**config.mk**
```make
export PLATFORM = sky130hd
export DESIGN_NAME = hbm_host_pins
export DESIGN_NICKNAME = d
export VERILOG_FILES = /design/src/common/hbm_pkg.sv /design/src/verilog/hbm_host_pins.sv
export SDC_FILE = /design/constraint.sdc
export NUM_CORES = 1
export LEC_CHECK = 0
export BUFFER_PORTS_ARGS = -buffer_cell sky130_fd_sc_hd__buf_2
export CAP_MARGIN = 20
export CORE_ASPECT_RATIO = 1.4
export CORE_MARGIN = 1.5
export CORE_UTILIZATION = 40
export CTS_CLUSTER_SIZE = 10
export DETAILED_ROUTE_END_ITERATION = 10
export HOLD_SLACK_MARGIN = 0.06
export SLEW_MARGIN = 20
export SYNTH_ARGS = -nofsm -noshare
export SYNTH_HDL_FRONTEND = slang
export SYNTH_SLANG_ARGS = --single-unit
export TNS_END_PERCENT = 20
```
**constraint.sdc**
```tcl
create_clock -name clk_sys -period 2.6 [get_ports clk_sys]
set_input_delay 0.13 -clock clk_sys [delete_from_list [all_inputs] [get_ports clk_sys]]
set_output_delay 0.13 -clock clk_sys [all_outputs]
set_load 0.05 [all_outputs]
```
**src/common/hbm_pkg.sv**
```systemverilog
// constants for the host bus, modem status and interrupt pin block
// assumes the standard serial register layout at register_select values
package hbm_pkg;
  // serial register select values
  localparam logic [2:0] SER_DATA = 3'h0;
  localparam logic [2:0] SER_IER = 3'h1;
  localparam logic [2:0] SER_IIR = 3'h2;
  localparam logic [2:0] SER_LCR = 3'h3;
  localparam logic [2:0] SER_MCR = 3'h4;
  localparam logic [2:0] SER_LSR = 3'h5;
  localparam logic [2:0] SER_MSR = 3'h6;
  localparam logic [2:0] SER_SCR = 3'h7;
  // printer register select values
  localparam logic [2:0] PRN_DATA = 3'h0;
  localparam logic [2:0] PRN_STAT = 3'h1;
  localparam logic [2:0] PRN_CTRL = 3'h2;
  // modem status fields
  localparam int MSR_DCTS = 0;
  localparam int MSR_DDSR = 1;
  localparam int MSR_TERI = 2;
  localparam int MSR_DDCD = 3;
  localparam int MSR_CTS = 4;
  localparam int MSR_DSR = 5;
  localparam int MSR_RI = 6;
  localparam int MSR_DCD = 7;
  // modem control fields
  localparam int MCR_DTR = 0;
  localparam int MCR_RTS = 1;
  localparam int MCR_IRQEN = 3;
  // interrupt enable fields
  localparam int IER_RDA = 0;
  localparam int IER_THRE = 1;
  localparam int IER_RLS = 2;
  localparam int IER_MS = 3;
  // printer fields
  localparam int PST_ACK = 2;
  localparam int PST_FAULT = 3;
  localparam int PCT_INIT = 2;
  localparam int PCT_IRQEN = 4;
  localparam logic [7:0] PCT_RESET = 8'h04;
  localparam logic [7:0] ZERO8 = 8'h00;
endpackage

```
**src/verilog/hbm_host_pins.sv**
```systemverilog
// host bus decode, modem status, modem control and interrupt pins
// assumes strobes, selects and modem/printer inputs are asynchronous pins;
// serial datapath events arrive as same-clock levels from the channel logic
`timescale 1ns/1ps
module hbm_host_pins
  import hbm_pkg::*;
#(
  parameter int NCHAN = 2
) (
  input wire logic clk_sys,
  input wire logic rst,
  input wire logic [7:0] dataIn,
  output logic [7:0] dataOut,
  output logic dataOe,
  input wire logic [2:0] registerSelect,
  input wire logic [2:0] chipSelectN,
  input wire logic ioReadStrobeN,
  input wire logic ioWriteStrobeN,
  input wire logic [NCHAN-1:0] carrierDetectN,
  input wire logic [NCHAN-1:0] dataSetReadyN,
  input wire logic [NCHAN-1:0] clearToSendN,
  input wire logic [NCHAN-1:0] ringIndicatorN,
  input wire logic [NCHAN-1:0] rxDataAvail,
  input wire logic [NCHAN-1:0] rxLineError,
  input wire logic [NCHAN-1:0] txHoldEmpty,
  input wire logic [NCHAN-1:0] txHoldFill,
  input wire logic [NCHAN-1:0] rxDataTaken,
  output logic [NCHAN-1:0] terminalReadyN,
  output logic [NCHAN-1:0] requestToSendN,
  output logic [NCHAN-1:0] serialIrqOut,
  output logic [NCHAN-1:0] serialIrqOe,
  input wire logic printerAcknowledgeN,
  input wire logic printerFaultN,
  input wire logic printerIrqModeSelect,
  output logic printerIrqOut,
  output logic printerIrqOe,
  output logic printerInitializeNOut,
  output logic printerInitializeNOe
);
  initial begin
    if (NCHAN != 2) $error("hbm_host_pins: exactly two serial channels served");
  end

  typedef struct packed {
    logic [1:0][8:0] pinS1;
    logic [1:0][8:0] pinS2;
    logic [1:0][3:0] modemPrev;
    logic rdPrev;
    logic wrPrev;
    logic [1:0][3:0] delta;
    logic [1:0][7:0] modem_control_reg;
    logic [1:0][3:0] ier;
    logic [1:0][7:0] scratch;
    logic [1:0] lsrRead;
    logic [1:0] iirThre;
    logic ackPrev;
    logic ackFlag;
    logic [7:0] pctrl;
    logic [7:0] rdData;
    logic rdActive;
  } hbm_state_s;

  hbm_state_s s_q;
  hbm_state_s s_d;

  // synchronised pins: strobes, selects, two ack/fault bits, modem inputs
  logic [8:0] rawA;
  logic [8:0] rawB;
  logic [8:0] pinA;
  logic [8:0] pinB;
  logic rdN;
  logic wrN;
  logic [2:0] csN;
  logic ackN;
  logic faultN;
  logic modeSel;
  logic [1:0][3:0] modem;
  logic rdRise;
  logic wrRise;
  logic [1:0] irqSrc;

  // mode strap is a pin too, so it goes through the same two stages
  assign rawA = {ioReadStrobeN, ioWriteStrobeN, chipSelectN, printerAcknowledgeN, printerFaultN,
    printerIrqModeSelect, 1'b0};
  assign rawB = {1'b0, carrierDetectN[1], dataSetReadyN[1], clearToSendN[1], ringIndicatorN[1],
    carrierDetectN[0], dataSetReadyN[0], clearToSendN[0], ringIndicatorN[0]};
  assign pinA = s_q.pinS2[0];
  assign pinB = s_q.pinS2[1];
  assign rdN = pinA[8];
  assign wrN = pinA[7];
  assign csN = pinA[6:4];
  assign ackN = pinA[3];
  assign faultN = pinA[2];
  assign modeSel = pinA[1];
  // modem nibble per channel: dcd, dsr, cts, ri (true levels)
  assign modem[1] = ~pinB[7:4];
  assign modem[0] = ~pinB[3:0];
  // completed strobe = rising edge of the synchronised strobe
  assign rdRise = rdN & ~s_q.rdPrev;
  assign wrRise = wrN & ~s_q.wrPrev;

  always_comb begin
    logic [7:0] rd;
    logic [3:0] chg;
    logic [3:0] tog;
    rd = ZERO8;
    chg = 4'h0;
    tog = 4'h0;
    s_d = s_q;
    s_d.pinS1[0] = rawA;
    s_d.pinS1[1] = rawB;
    s_d.pinS2 = s_q.pinS1;
    s_d.rdPrev = rdN;
    s_d.wrPrev = wrN;
    s_d.ackPrev = ackN;
    for (int c = 0; c < 2; c++) begin
      s_d.modemPrev[c] = modem[c];
      // dcd change flag, set wins over the read clear
      // dsr change flag, same set-over-clear
      // nibble is dcd,dsr,cts,ri; regroup into delta order dcd,ri rise,dsr,cts
      tog = modem[c] ^ s_q.modemPrev[c];
      chg = {tog[3], modem[c][0] & ~s_q.modemPrev[c][0], tog[2], tog[1]};
      if (rdRise && !csN[c] && registerSelect == SER_MSR) begin
        s_d.delta[c] = chg;
      end else begin
        s_d.delta[c] = s_q.delta[c] | chg;
      end
      // thre interrupt cleared by iir read, set again on any cycle the tx holding register is empty
      if (txHoldFill[c]) begin
        s_d.iirThre[c] = 1'b0;
      end else if (txHoldEmpty[c] && !s_q.iirThre[c] && !(rdRise && !csN[c] && registerSelect == SER_IIR)) begin
        s_d.iirThre[c] = 1'b1;
      end
      if (rdRise && !csN[c] && registerSelect == SER_IIR && !rxLineError[c] && !rxDataAvail[c]) begin
        s_d.iirThre[c] = 1'b0;
      end
      if (wrRise && !csN[c]) begin
        case (registerSelect)
          SER_IER: s_d.ier[c] = dataIn[3:0];
          SER_MCR: s_d.modem_control_reg[c] = {3'b000, dataIn[4:0]};
          SER_SCR: s_d.scratch[c] = dataIn;
          default: s_d.scratch[c] = s_q.scratch[c];
        endcase
      end
    end
    // direct mode follows the ack level; ack rise latched in either mode, used in flag mode
    // status read clears flag, but a fresh rise wins
    if (ackN && !s_q.ackPrev) begin
      s_d.ackFlag = 1'b1;
    end else if (rdRise && !csN[2] && registerSelect == PRN_STAT) begin
      s_d.ackFlag = 1'b0;
    end
    if (wrRise && !csN[2] && registerSelect == PRN_CTRL) begin
      s_d.pctrl = dataIn;
    end
    // read mux, captured while the strobe is low
    if (!csN[0] || !csN[1]) begin
      for (int c = 0; c < 2; c++) begin
        if (!csN[c]) begin
          case (registerSelect)
            SER_IER: rd = {4'h0, s_q.ier[c]};
            SER_IIR: rd = {7'h00, ~irqSrc[c]};
            SER_MCR: rd = s_q.modem_control_reg[c];
            SER_LSR: rd = {1'b0, txHoldEmpty[c], txHoldEmpty[c], 4'h0, rxDataAvail[c]};
            // dcd in bit 7; dsr in bit 5
            SER_MSR: rd = {modem[c][3], modem[c][0], modem[c][2], modem[c][1], s_q.delta[c]};
            SER_SCR: rd = s_q.scratch[c];
            default: rd = ZERO8;
          endcase
        end
      end
    end else if (!csN[2]) begin
      case (registerSelect)
        PRN_STAT: begin
          rd[PST_FAULT] = faultN;
          rd[PST_ACK] = ~s_q.ackFlag;
        end
        PRN_CTRL: rd = s_q.pctrl;
        default: rd = ZERO8;
      endcase
    end
    s_d.rdActive = !rdN && (csN != 3'b111);
    if (!rdN) begin
      s_d.rdData = rd;
    end
    // reset clears modem control and loads printer control with PCT_RESET
    if (rst) begin
      s_d = '0;
      s_d.pinS1[0] = {5'h1f, 4'hf};
      s_d.pinS2[0] = {5'h1f, 4'hf};
      // idle modem pins are high, so no false change after reset
      s_d.pinS1[1] = 9'h0ff;
      s_d.pinS2[1] = 9'h0ff;
      s_d.rdPrev = 1'b1;
      s_d.wrPrev = 1'b1;
      s_d.ackPrev = 1'b1;
      s_d.pctrl = PCT_RESET;
    end
  end

  always_ff @(posedge clk_sys) begin
    s_q <= s_d;
  end

  // any enabled source raises the channel interrupt
  // sources clear on service (msr read, iir read, data taken); line error follows rxLineError
  // carrier detect reaches only the modem status path
  always_comb begin
    for (int c = 0; c < 2; c++) begin
      irqSrc[c] = (s_q.ier[c][IER_RLS] & rxLineError[c])
        | (s_q.ier[c][IER_RDA] & rxDataAvail[c] & ~rxDataTaken[c])
        | (s_q.ier[c][IER_THRE] & s_q.iirThre[c])
        | (s_q.ier[c][IER_MS] & (|s_q.delta[c]));
    end
  end

  // bus driven only while a read is selected; bit 0 is lsb
  assign dataOut = s_q.rdData;
  assign dataOe = s_q.rdActive;
  // terminal ready low while control bit 0 set
  assign terminalReadyN = {~s_q.modem_control_reg[1][MCR_DTR], ~s_q.modem_control_reg[0][MCR_DTR]};
  assign requestToSendN = {~s_q.modem_control_reg[1][MCR_RTS], ~s_q.modem_control_reg[0][MCR_RTS]};
  // output enable from control bit 3
  assign serialIrqOut = irqSrc;
  assign serialIrqOe = {s_q.modem_control_reg[1][MCR_IRQEN], s_q.modem_control_reg[0][MCR_IRQEN]};
  // direct mode follows acknowledge; latched mode uses flag
  assign printerIrqOut = modeSel ? s_q.ackFlag : ackN;
  // enable from printer control bit 4
  assign printerIrqOe = s_q.pctrl[PCT_IRQEN];
  // open drain, only ever pulls low
  assign printerInitializeNOut = 1'b0;
  assign printerInitializeNOe = ~s_q.pctrl[PCT_INIT];

  // a dcd toggle shows in bit 3 within three cycles
  dcd_change_a: assert property (@(posedge clk_sys) disable iff (rst)
    $changed(s_q.pinS2[1][3]) |-> ##[1:3] s_q.delta[0][MSR_DDCD])
    else $error("dcd change not flagged");
  dsr_change_a: assert property (@(posedge clk_sys) disable iff (rst)
    $changed(s_q.pinS2[1][2]) |-> ##[1:3] s_q.delta[0][MSR_DDSR])
    else $error("dsr change not flagged");
  dtr_pin_a: assert property (@(posedge clk_sys) disable iff (rst)
    terminalReadyN[0] == !s_q.modem_control_reg[0][MCR_DTR]) else $error("dtr mismatch");
  ser_irq_oe_a: assert property (@(posedge clk_sys) disable iff (rst)
    wrRise && !csN[0] && registerSelect == SER_MCR |=> serialIrqOe[0] == $past(dataIn[3]))
    else $error("serial irq enable wrong");
  bus_release_a: assert property (@(posedge clk_sys) disable iff (rst)
    rdN |=> !dataOe) else $error("bus driven outside read");
  ack_clear_a: assert property (@(posedge clk_sys) disable iff (rst)
    rdRise && !csN[2] && registerSelect == PRN_STAT && !(ackN && !s_q.ackPrev) |=> !s_q.ackFlag)
    else $error("ack flag not cleared");
  ack_latch_a: assert property (@(posedge clk_sys) disable iff (rst)
    modeSel && ackN && !s_q.ackPrev |=> printerIrqOut) else $error("ack not latched");
  reset_mcr_a: assert property (@(posedge clk_sys)
    rst |=> terminalReadyN == 2'b11 && serialIrqOe == 2'b00 && !printerIrqOe)
    else $error("reset did not clear control");
  dcd_state_a: assert property (@(posedge clk_sys) disable iff (rst)
    rdN ##1 !rdN && !csN[0] && registerSelect == SER_MSR && $stable(modem[0]) |=> dataOut[7] == $past(modem[0][3]))
    else $error("dcd status bit wrong");
  dsr_state_a: assert property (@(posedge clk_sys) disable iff (rst)
    !rdN && !csN[0] && csN[1] && registerSelect == SER_MSR |=> dataOut[MSR_DSR] == $past(modem[0][2]))
    else $error("dsr status bit wrong");
  // msr read with no new change clears the dcd flag
  msr_clear_a: assert property (@(posedge clk_sys) disable iff (rst)
    rdRise && !csN[0] && registerSelect == SER_MSR && $stable(modem[0]) |=> !s_q.delta[0][MSR_DDCD])
    else $error("dcd change flag not cleared");
  dsr_clear_a: assert property (@(posedge clk_sys) disable iff (rst)
    rdRise && !csN[1] && registerSelect == SER_MSR && $stable(modem[1]) |=> !s_q.delta[1][MSR_DDSR])
    else $error("dsr change flag not cleared");
  // enabled modem change drives the channel interrupt
  ser_irq_a: assert property (@(posedge clk_sys) disable iff (rst)
    s_q.ier[0][IER_MS] && s_q.delta[0][MSR_DDCD] |-> serialIrqOut[0])
    else $error("modem interrupt missing");
  // servicing the only source drops the interrupt
  irq_service_a: assert property (@(posedge clk_sys) disable iff (rst)
    rdRise && !csN[0] && registerSelect == SER_MSR && $stable(modem[0]) && s_q.ier[0] == 4'h8 && !wrRise
      |=> !serialIrqOut[0])
    else $error("interrupt not cleared by service");
  prn_direct_a: assert property (@(posedge clk_sys) disable iff (rst)
    !modeSel && $rose(ackN) |-> printerIrqOut)
    else $error("direct printer interrupt wrong");
  // latched flag holds until a status read
  ack_hold_a: assert property (@(posedge clk_sys) disable iff (rst)
    s_q.ackFlag && !(rdRise && !csN[2] && registerSelect == PRN_STAT) |=> s_q.ackFlag)
    else $error("printer flag dropped early");
  // interrupt enable from control bit 4
  prn_oe_a: assert property (@(posedge clk_sys) disable iff (rst)
    wrRise && !csN[2] && registerSelect == PRN_CTRL |=> printerIrqOe == $past(dataIn[PCT_IRQEN]))
    else $error("printer irq enable wrong");
  // initialize pulled low while control bit 2 is clear
  init_drive_a: assert property (@(posedge clk_sys) disable iff (rst)
    wrRise && !csN[2] && registerSelect == PRN_CTRL |=> printerInitializeNOe == !$past(dataIn[PCT_INIT]))
    else $error("initialize drive wrong");
  scratch_wr_a: assert property (@(posedge clk_sys) disable iff (rst)
    wrRise && !csN[1] && registerSelect == SER_SCR |=> s_q.scratch[1] == $past(dataIn))
    else $error("scratch write lost");
  scratch_rd_a: assert property (@(posedge clk_sys) disable iff (rst)
    !rdN && !csN[1] && csN[0] && registerSelect == SER_SCR |=> dataOut == $past(s_q.scratch[1]))
    else $error("scratch read wrong");
  // bus only driven after a selected read
  bus_drive_a: assert property (@(posedge clk_sys) disable iff (rst)
    dataOe |-> $past(rdN) == 1'b0 && $past(csN) != 3'b111)
    else $error("bus driven without read");
  ser_irq_oe1_a: assert property (@(posedge clk_sys) disable iff (rst)
    wrRise && !csN[1] && registerSelect == SER_MCR |=> serialIrqOe[1] == $past(dataIn[3]))
    else $error("serial irq enable wrong");
endmodule
```
---- Yosys cells after proc, flatten, opt, wreduce, memory -nomap -nowiden ----
Cells that the tools add are included.
word-level totals
  bits in registers ....................... 108
  logic and storage cells ................. 154
  output and inout port bits .............. 21
  input port bits ......................... 39
cells by class
  eq/ne operators ......................... 7
  bitwise gates (word level) .............. 40
  mux-type cells .......................... 35
  reduce and logical (&&, ||, !) cells .... 47
operator list
  operator                                        count
  two-way mux 100 bit                             1
  case mux 8 bit (6 select lines)                 2
  two-way mux 8 bit                               10
  two-way mux 4 bit                               7
  logical AND 1 bit                               22
  two-way mux 5 bit                               4
  AND 1 bit                                       14
  NOT 1 bit                                       14
  logical NOT 1 bit                               13
  == test 3 bit (second input constant)           4
  AND reduction 2 bit                             6
  two-way mux 1 bit                               9
  NOT 4 bit                                       2
  bitwise OR 4 bit                                2
  OR reduction 4 bit                              2
  XOR 4 bit                                       2
  bitwise OR 1 bit                                6
  OR reduction 3 bit                              2
  case mux 2 bit (2 select lines)                 1
  == test 3 x 1 -> 1 bit (second input constant)  1
  == test 3 x 2 -> 1 bit (second input constant)  1
  != test 3 bit (second input constant)           1
  two-way mux 2 bit                               1
  nonzero test 2 bit                              1
  logical OR 1 bit                                1

---- Longest topological paths before layout ----
  depth in word-level cells ............... 12
  gate-level depth with buffers ........... 7

---- Worst setup path before layout ----
No wires, ideal clock.
  path type ............................... flip-flop to flip-flop
  from .................................... register s_q[43] in the netlist's numbering
  to ...................................... register s_q, in the netlist dataOut[0]
  data required time ...................... 2.478 ns
  setup time .............................. 0.122 ns
  clock period less this slack ............ 1.882 ns
  cell stages (with the launch flop) ...... 5
  path slack .............................. 0.718 ns
  buffers on the path ..................... 0
  arrival time ............................ 1.760 ns
  path through ............................ dfxtp_1 > nand2_1 > o211ai_1 > o221ai_1 > a221o_1
on the way
  longest elaborated chain between the ends .. 9
ends and longest elaborated chain
  item                             line                  text
  from (decl)                      hbm_host_pins.sv:63   hbm_state_s s_q;
  from (signal assigned)           hbm_host_pins.sv:202  s_q <= s_d;
  AND 1 bit (2 in series)          hbm_host_pins.sv:211  | (s_q.ier[c][IER_RDA] & rxDataAvail[c] & ~rxDataTaken[c])
  bitwise OR 1 bit                 hbm_host_pins.sv:211
  bitwise OR 1 bit                 hbm_host_pins.sv:212  | (s_q.ier[c][IER_THRE] & s_q.iirThre[c])
  bitwise OR 1 bit                 hbm_host_pins.sv:213  | (s_q.ier[c][IER_MS] & (|s_q.delta[c]));
  named net serialIrqOut[1]        hbm_host_pins.sv:30   output logic [NCHAN-1:0] serialIrqOut,
  NOT 1 bit                        hbm_host_pins.sv:162  SER_IIR: rd = {7'h00, ~irqSrc[c]};
  case mux 8 bit (6 select lines)  hbm_host_pins.sv:160  case (registerSelect)
  two-way mux 8 bit                hbm_host_pins.sv:159  if (!csN[c]) begin
  two-way mux 8 bit                hbm_host_pins.sv:157  if (!csN[0] || !csN[1]) begin
The timed path passes the listed nets, and every way through them passes these cells.
A chain may end at the register's enable or synchronous reset.

---- Final worst setup path ----
  from .................................... register s_q, in the netlist pinA[8]
  to ...................................... register s_q[20] in the netlist's numbering
on the way
  longest elaborated chain between the ends .. 6
  elaborated cells between the ends (all ways) .. 8
  those cells by class .................... 1 x bitwise; 7 x reduce/logical
ends and longest elaborated chain
  item                                 line                                        text
  AND 1 bit (*)                        hbm_host_pins.sv:99                         assign rdRise = rdN & ~s_q.rdPrev;
  logical AND 1 bit (*) (2 in series)  hbm_host_pins.sv:131, hbm_host_pins.sv:134
  logical AND 1 bit (2 in series)      hbm_host_pins.sv:134                        if (rdRise && !csN[c] && registerSelect == SER_IIR && !rxLineError[c] && !rxDataAvail[c]) begin
  OR reduction 3 bit (no source line)  -
Every way passes the cells marked *; elsewhere a longest branch is shown, timed or not.

==> impl_metrics.tcl <==
set metrics [dict create \
    outcome "finished clean" \
    nNetsFinal 564 \
    synth-edff-count 0 \
    grt_pass1_vias 3306 \
    hold_ws_ns 0.109 \
    dr.pass1.iters 6 \
    yosysTopAreaCellShare_pct 48.2 \
    syn2layout_area_growth_pct 18.4 \
    dp_hpwl_microns 8040 \
    ir_worst_vdd_mv 0.409 \
    period_share_pct 86.1 \
    rsz0062_at_grt "no" \
    synthTopCellsByArea "dfxtp_1 48%, mux2i_1 9.2%, nor2_1 5.9%" \
    netlist_instances 466 \
    synthArstFlopShare_pct 0 \
    worstMarginPinSlew_ns 0.648 \
    antenna_cells 0 \
    crit_chain "nand2b_1 -> or3_1 -> nor3_1 -> nor4_1 -> dlygate4sd3_1" \
    period_minus_slack_ns 2.24 \
    io_pins 60 \
    place_congestion 0.992 \
    cts.sinks 105 \
    clkTransAtPathRegs_ns 0.08 \
    die_area_sq_um 11600 \
    hold_path_class "in -> reg" \
    drc 0 \
    num_vias 3409 \
    drt-initial-drc-count 265 \
    yosys-top-cells-count "105 x dfxtp_1, 69 x nor2_1, 40 x mux2i_1" \
    rows 44 \
    gr-usage-all-layers_pct 20.1 \
    p_leak_nw 2.19 \
    worstPathMaxFanout 19 \
    drive_gt1_share_pct 24.0 \
    coreArea_sq_um 10500 \
    wl_microns 11000 \
    crit_required_ns 2.84 \
    power_density_nw_per_um2 631 \
    yosysWarnings 0 \
    multi_input_area_sq_um 2010 \
    synth_area_sq_um 4360 \
    dp_slack_ns 0.617 \
    fill_cells 987 \
    worst_setup_path_end_kind "flop" \
    cts_resized 0 \
    initial_core_util_pct 41.5 \
    clock_latency_ns 0.35 \
    die_h_microns 127 \
    final-setup-viol-count 0 \
    htreeDepth 3 \
    cts_made_buffers 9 \
    ctsHoldBuffers 23 \
    post_dp_cell_area_sq_um 4650 \
    antenna_found_initial 0 \
    final-hold-violation-count 0 \
    seq_area_sq_um 2100 \
    synth_top_area_cell "dfxtp_1" \
    drt-vias-per-instance 5.10 \
    cts_tree "built" \
    ys_types 53 \
    maxSlewViolCount 0 \
    drv_cap 0 \
    grt_overflow 0 \
    final_util_pct 49.1 \
    yosys.cell_count.top_type "dfxtp_1" \
    postLayoutSetupSlackWorst_ns 0.362 \
    start_kind "flop" \
    avgSynthCellArea_sq_um 9.37 \
    fmax_ghz 0.447 \
    grt_pass1_wl_microns 17500 \
    post_cts_buffers 0 \
    arrival_ns 2.48 \
    setup-tns-final_ns 0 \
    slew_headroom_pct 56.8 \
    antenna_left 0 \
    ys_seq_elements 105 \
    place.port_buffers 58 \
    wl_per_cell_microns 16.5 \
    path_class "reg -> reg" \
    cp_slowest_cell "dfxtp_1" \
    ys.flop_type "dfxtp_1" \
    die_x_microns 91.3 \
    fin_area_sq_um 5170 \
    cts_root_buffer "clkbuf_16" \
    grt_max_degree 45 \
    synth_nets 505 \
    synth-seq-area-share_pct 48.2 \
    slowest_delay_ns 0.70 \
    cts_buffer_depth 2 \
    skew_ns 0.00932 \
]
## metrics by stage
step,total power [mW],instances
3_3_place_gp,1.95,629
2_1_floorplan,1.88,466
3_5_place_dp,1.95,629
5_1_grt,3.39,668
4_1_cts,3.29,668
6_report,3.26,668
## area by class of cell
type                            instances  share of cell area [%]
Inverter                               12                   0.872
Timing Repair Buffer                   85                    10.7
Sequential cell                       105                    40.7
Multi-Input combinational cell        312                    38.8
Clock inverter                          7                    1.28
Clock buffer                            9                    4.36
Tap cell                              138                    3.34
## worst max-delay path, delay by kind of cell, from the launching register on
kind,cells,cell delay (ns)
and+or+nand+nor,4,0.85
buffers and inverters,1,0.58
DFF,1,0.70
## power breakdown
group,leakage (nW),internal (mW),total [mW],switching (mW)
registers,0.857,1.65,1.69,0.0361
logic,1.19,0.108,0.253,0.145
clock network,0.145,0.677,1.32,0.644
## state kept, by name, indices dropped and copies added (netlist names)
| name | cells |
|---|---|
| pinA | 8 |
| pinB | 8 |
| dataOe | 1 |
| printerIrqOe | 1 |
| serialIrqOe | 2 |
| dataOut | 8 |
| s_q | 77 |
## layer usage
layer | track usage [%] | routed length, microns | vias to the layer above | share of wire [%]
li1 | - | - | 1702 | -
met3 | 4.20 | 465 | 17 | 4.2
met1 | 23.7 | 4610 | 1601 | 42
met4 | 9.38 | 341 | 0 | 3.1
met5 | 0 | 0 | - | 0
met2 | 34.6 | 5620 | 89 | 51
## placed cells by master (no fill, tap or decap), types with 5 or more instances in the layout
cell type      count
a21oi_1           28
a311oi_1           6
and3_1             7
buf_2             58
clkbuf_16          9
dfxtp_1          105
dlygate4sd3_1     23
inv_1             12
mux2_2             7
mux2i_1           40
nand2_1           21
nand2b_1           5
nand3_1            6
nor2_1            69
nor2b_1            9
o21ai_0           14
or2_2             35
xnor2_1            6
## logic make-up after synthesis
family / after synthesis / share of synthesized area, %
simple gates: 180 / 22.0
flops: 105 / 48.2
compound gates: 78 / 11.6
buf+inv: 49 / 5.88
mux: 47 / 11.0
xor+xnor: 6 / 1.20
other cells: 1 / 0.0859
## path summary, 6_finish.rpt
| kind | start | end | slack (ns) | cells after the start |
|---|---|---|---|---|
| worst max-delay path | pinA[8]$_SDFF_PP1_ | s_q[20]$_SDFFE_PP0P_ | 0.36 | 5 |
| worst min-delay path | dataIn[4] | s_q[51]$_SDFFE_PP0P_ | 0.11 | 3 |
| worst max register to register | pinA[8]$_SDFF_PP1_ | s_q[20]$_SDFFE_PP0P_ | 0.36 | 5 |
| worst min register to register | s_q[106]$_SDFF_PP1_ | pinA[7]$_SDFF_PP1_ | 0.41 | 1 |
(Power assumes the default switching activity.)
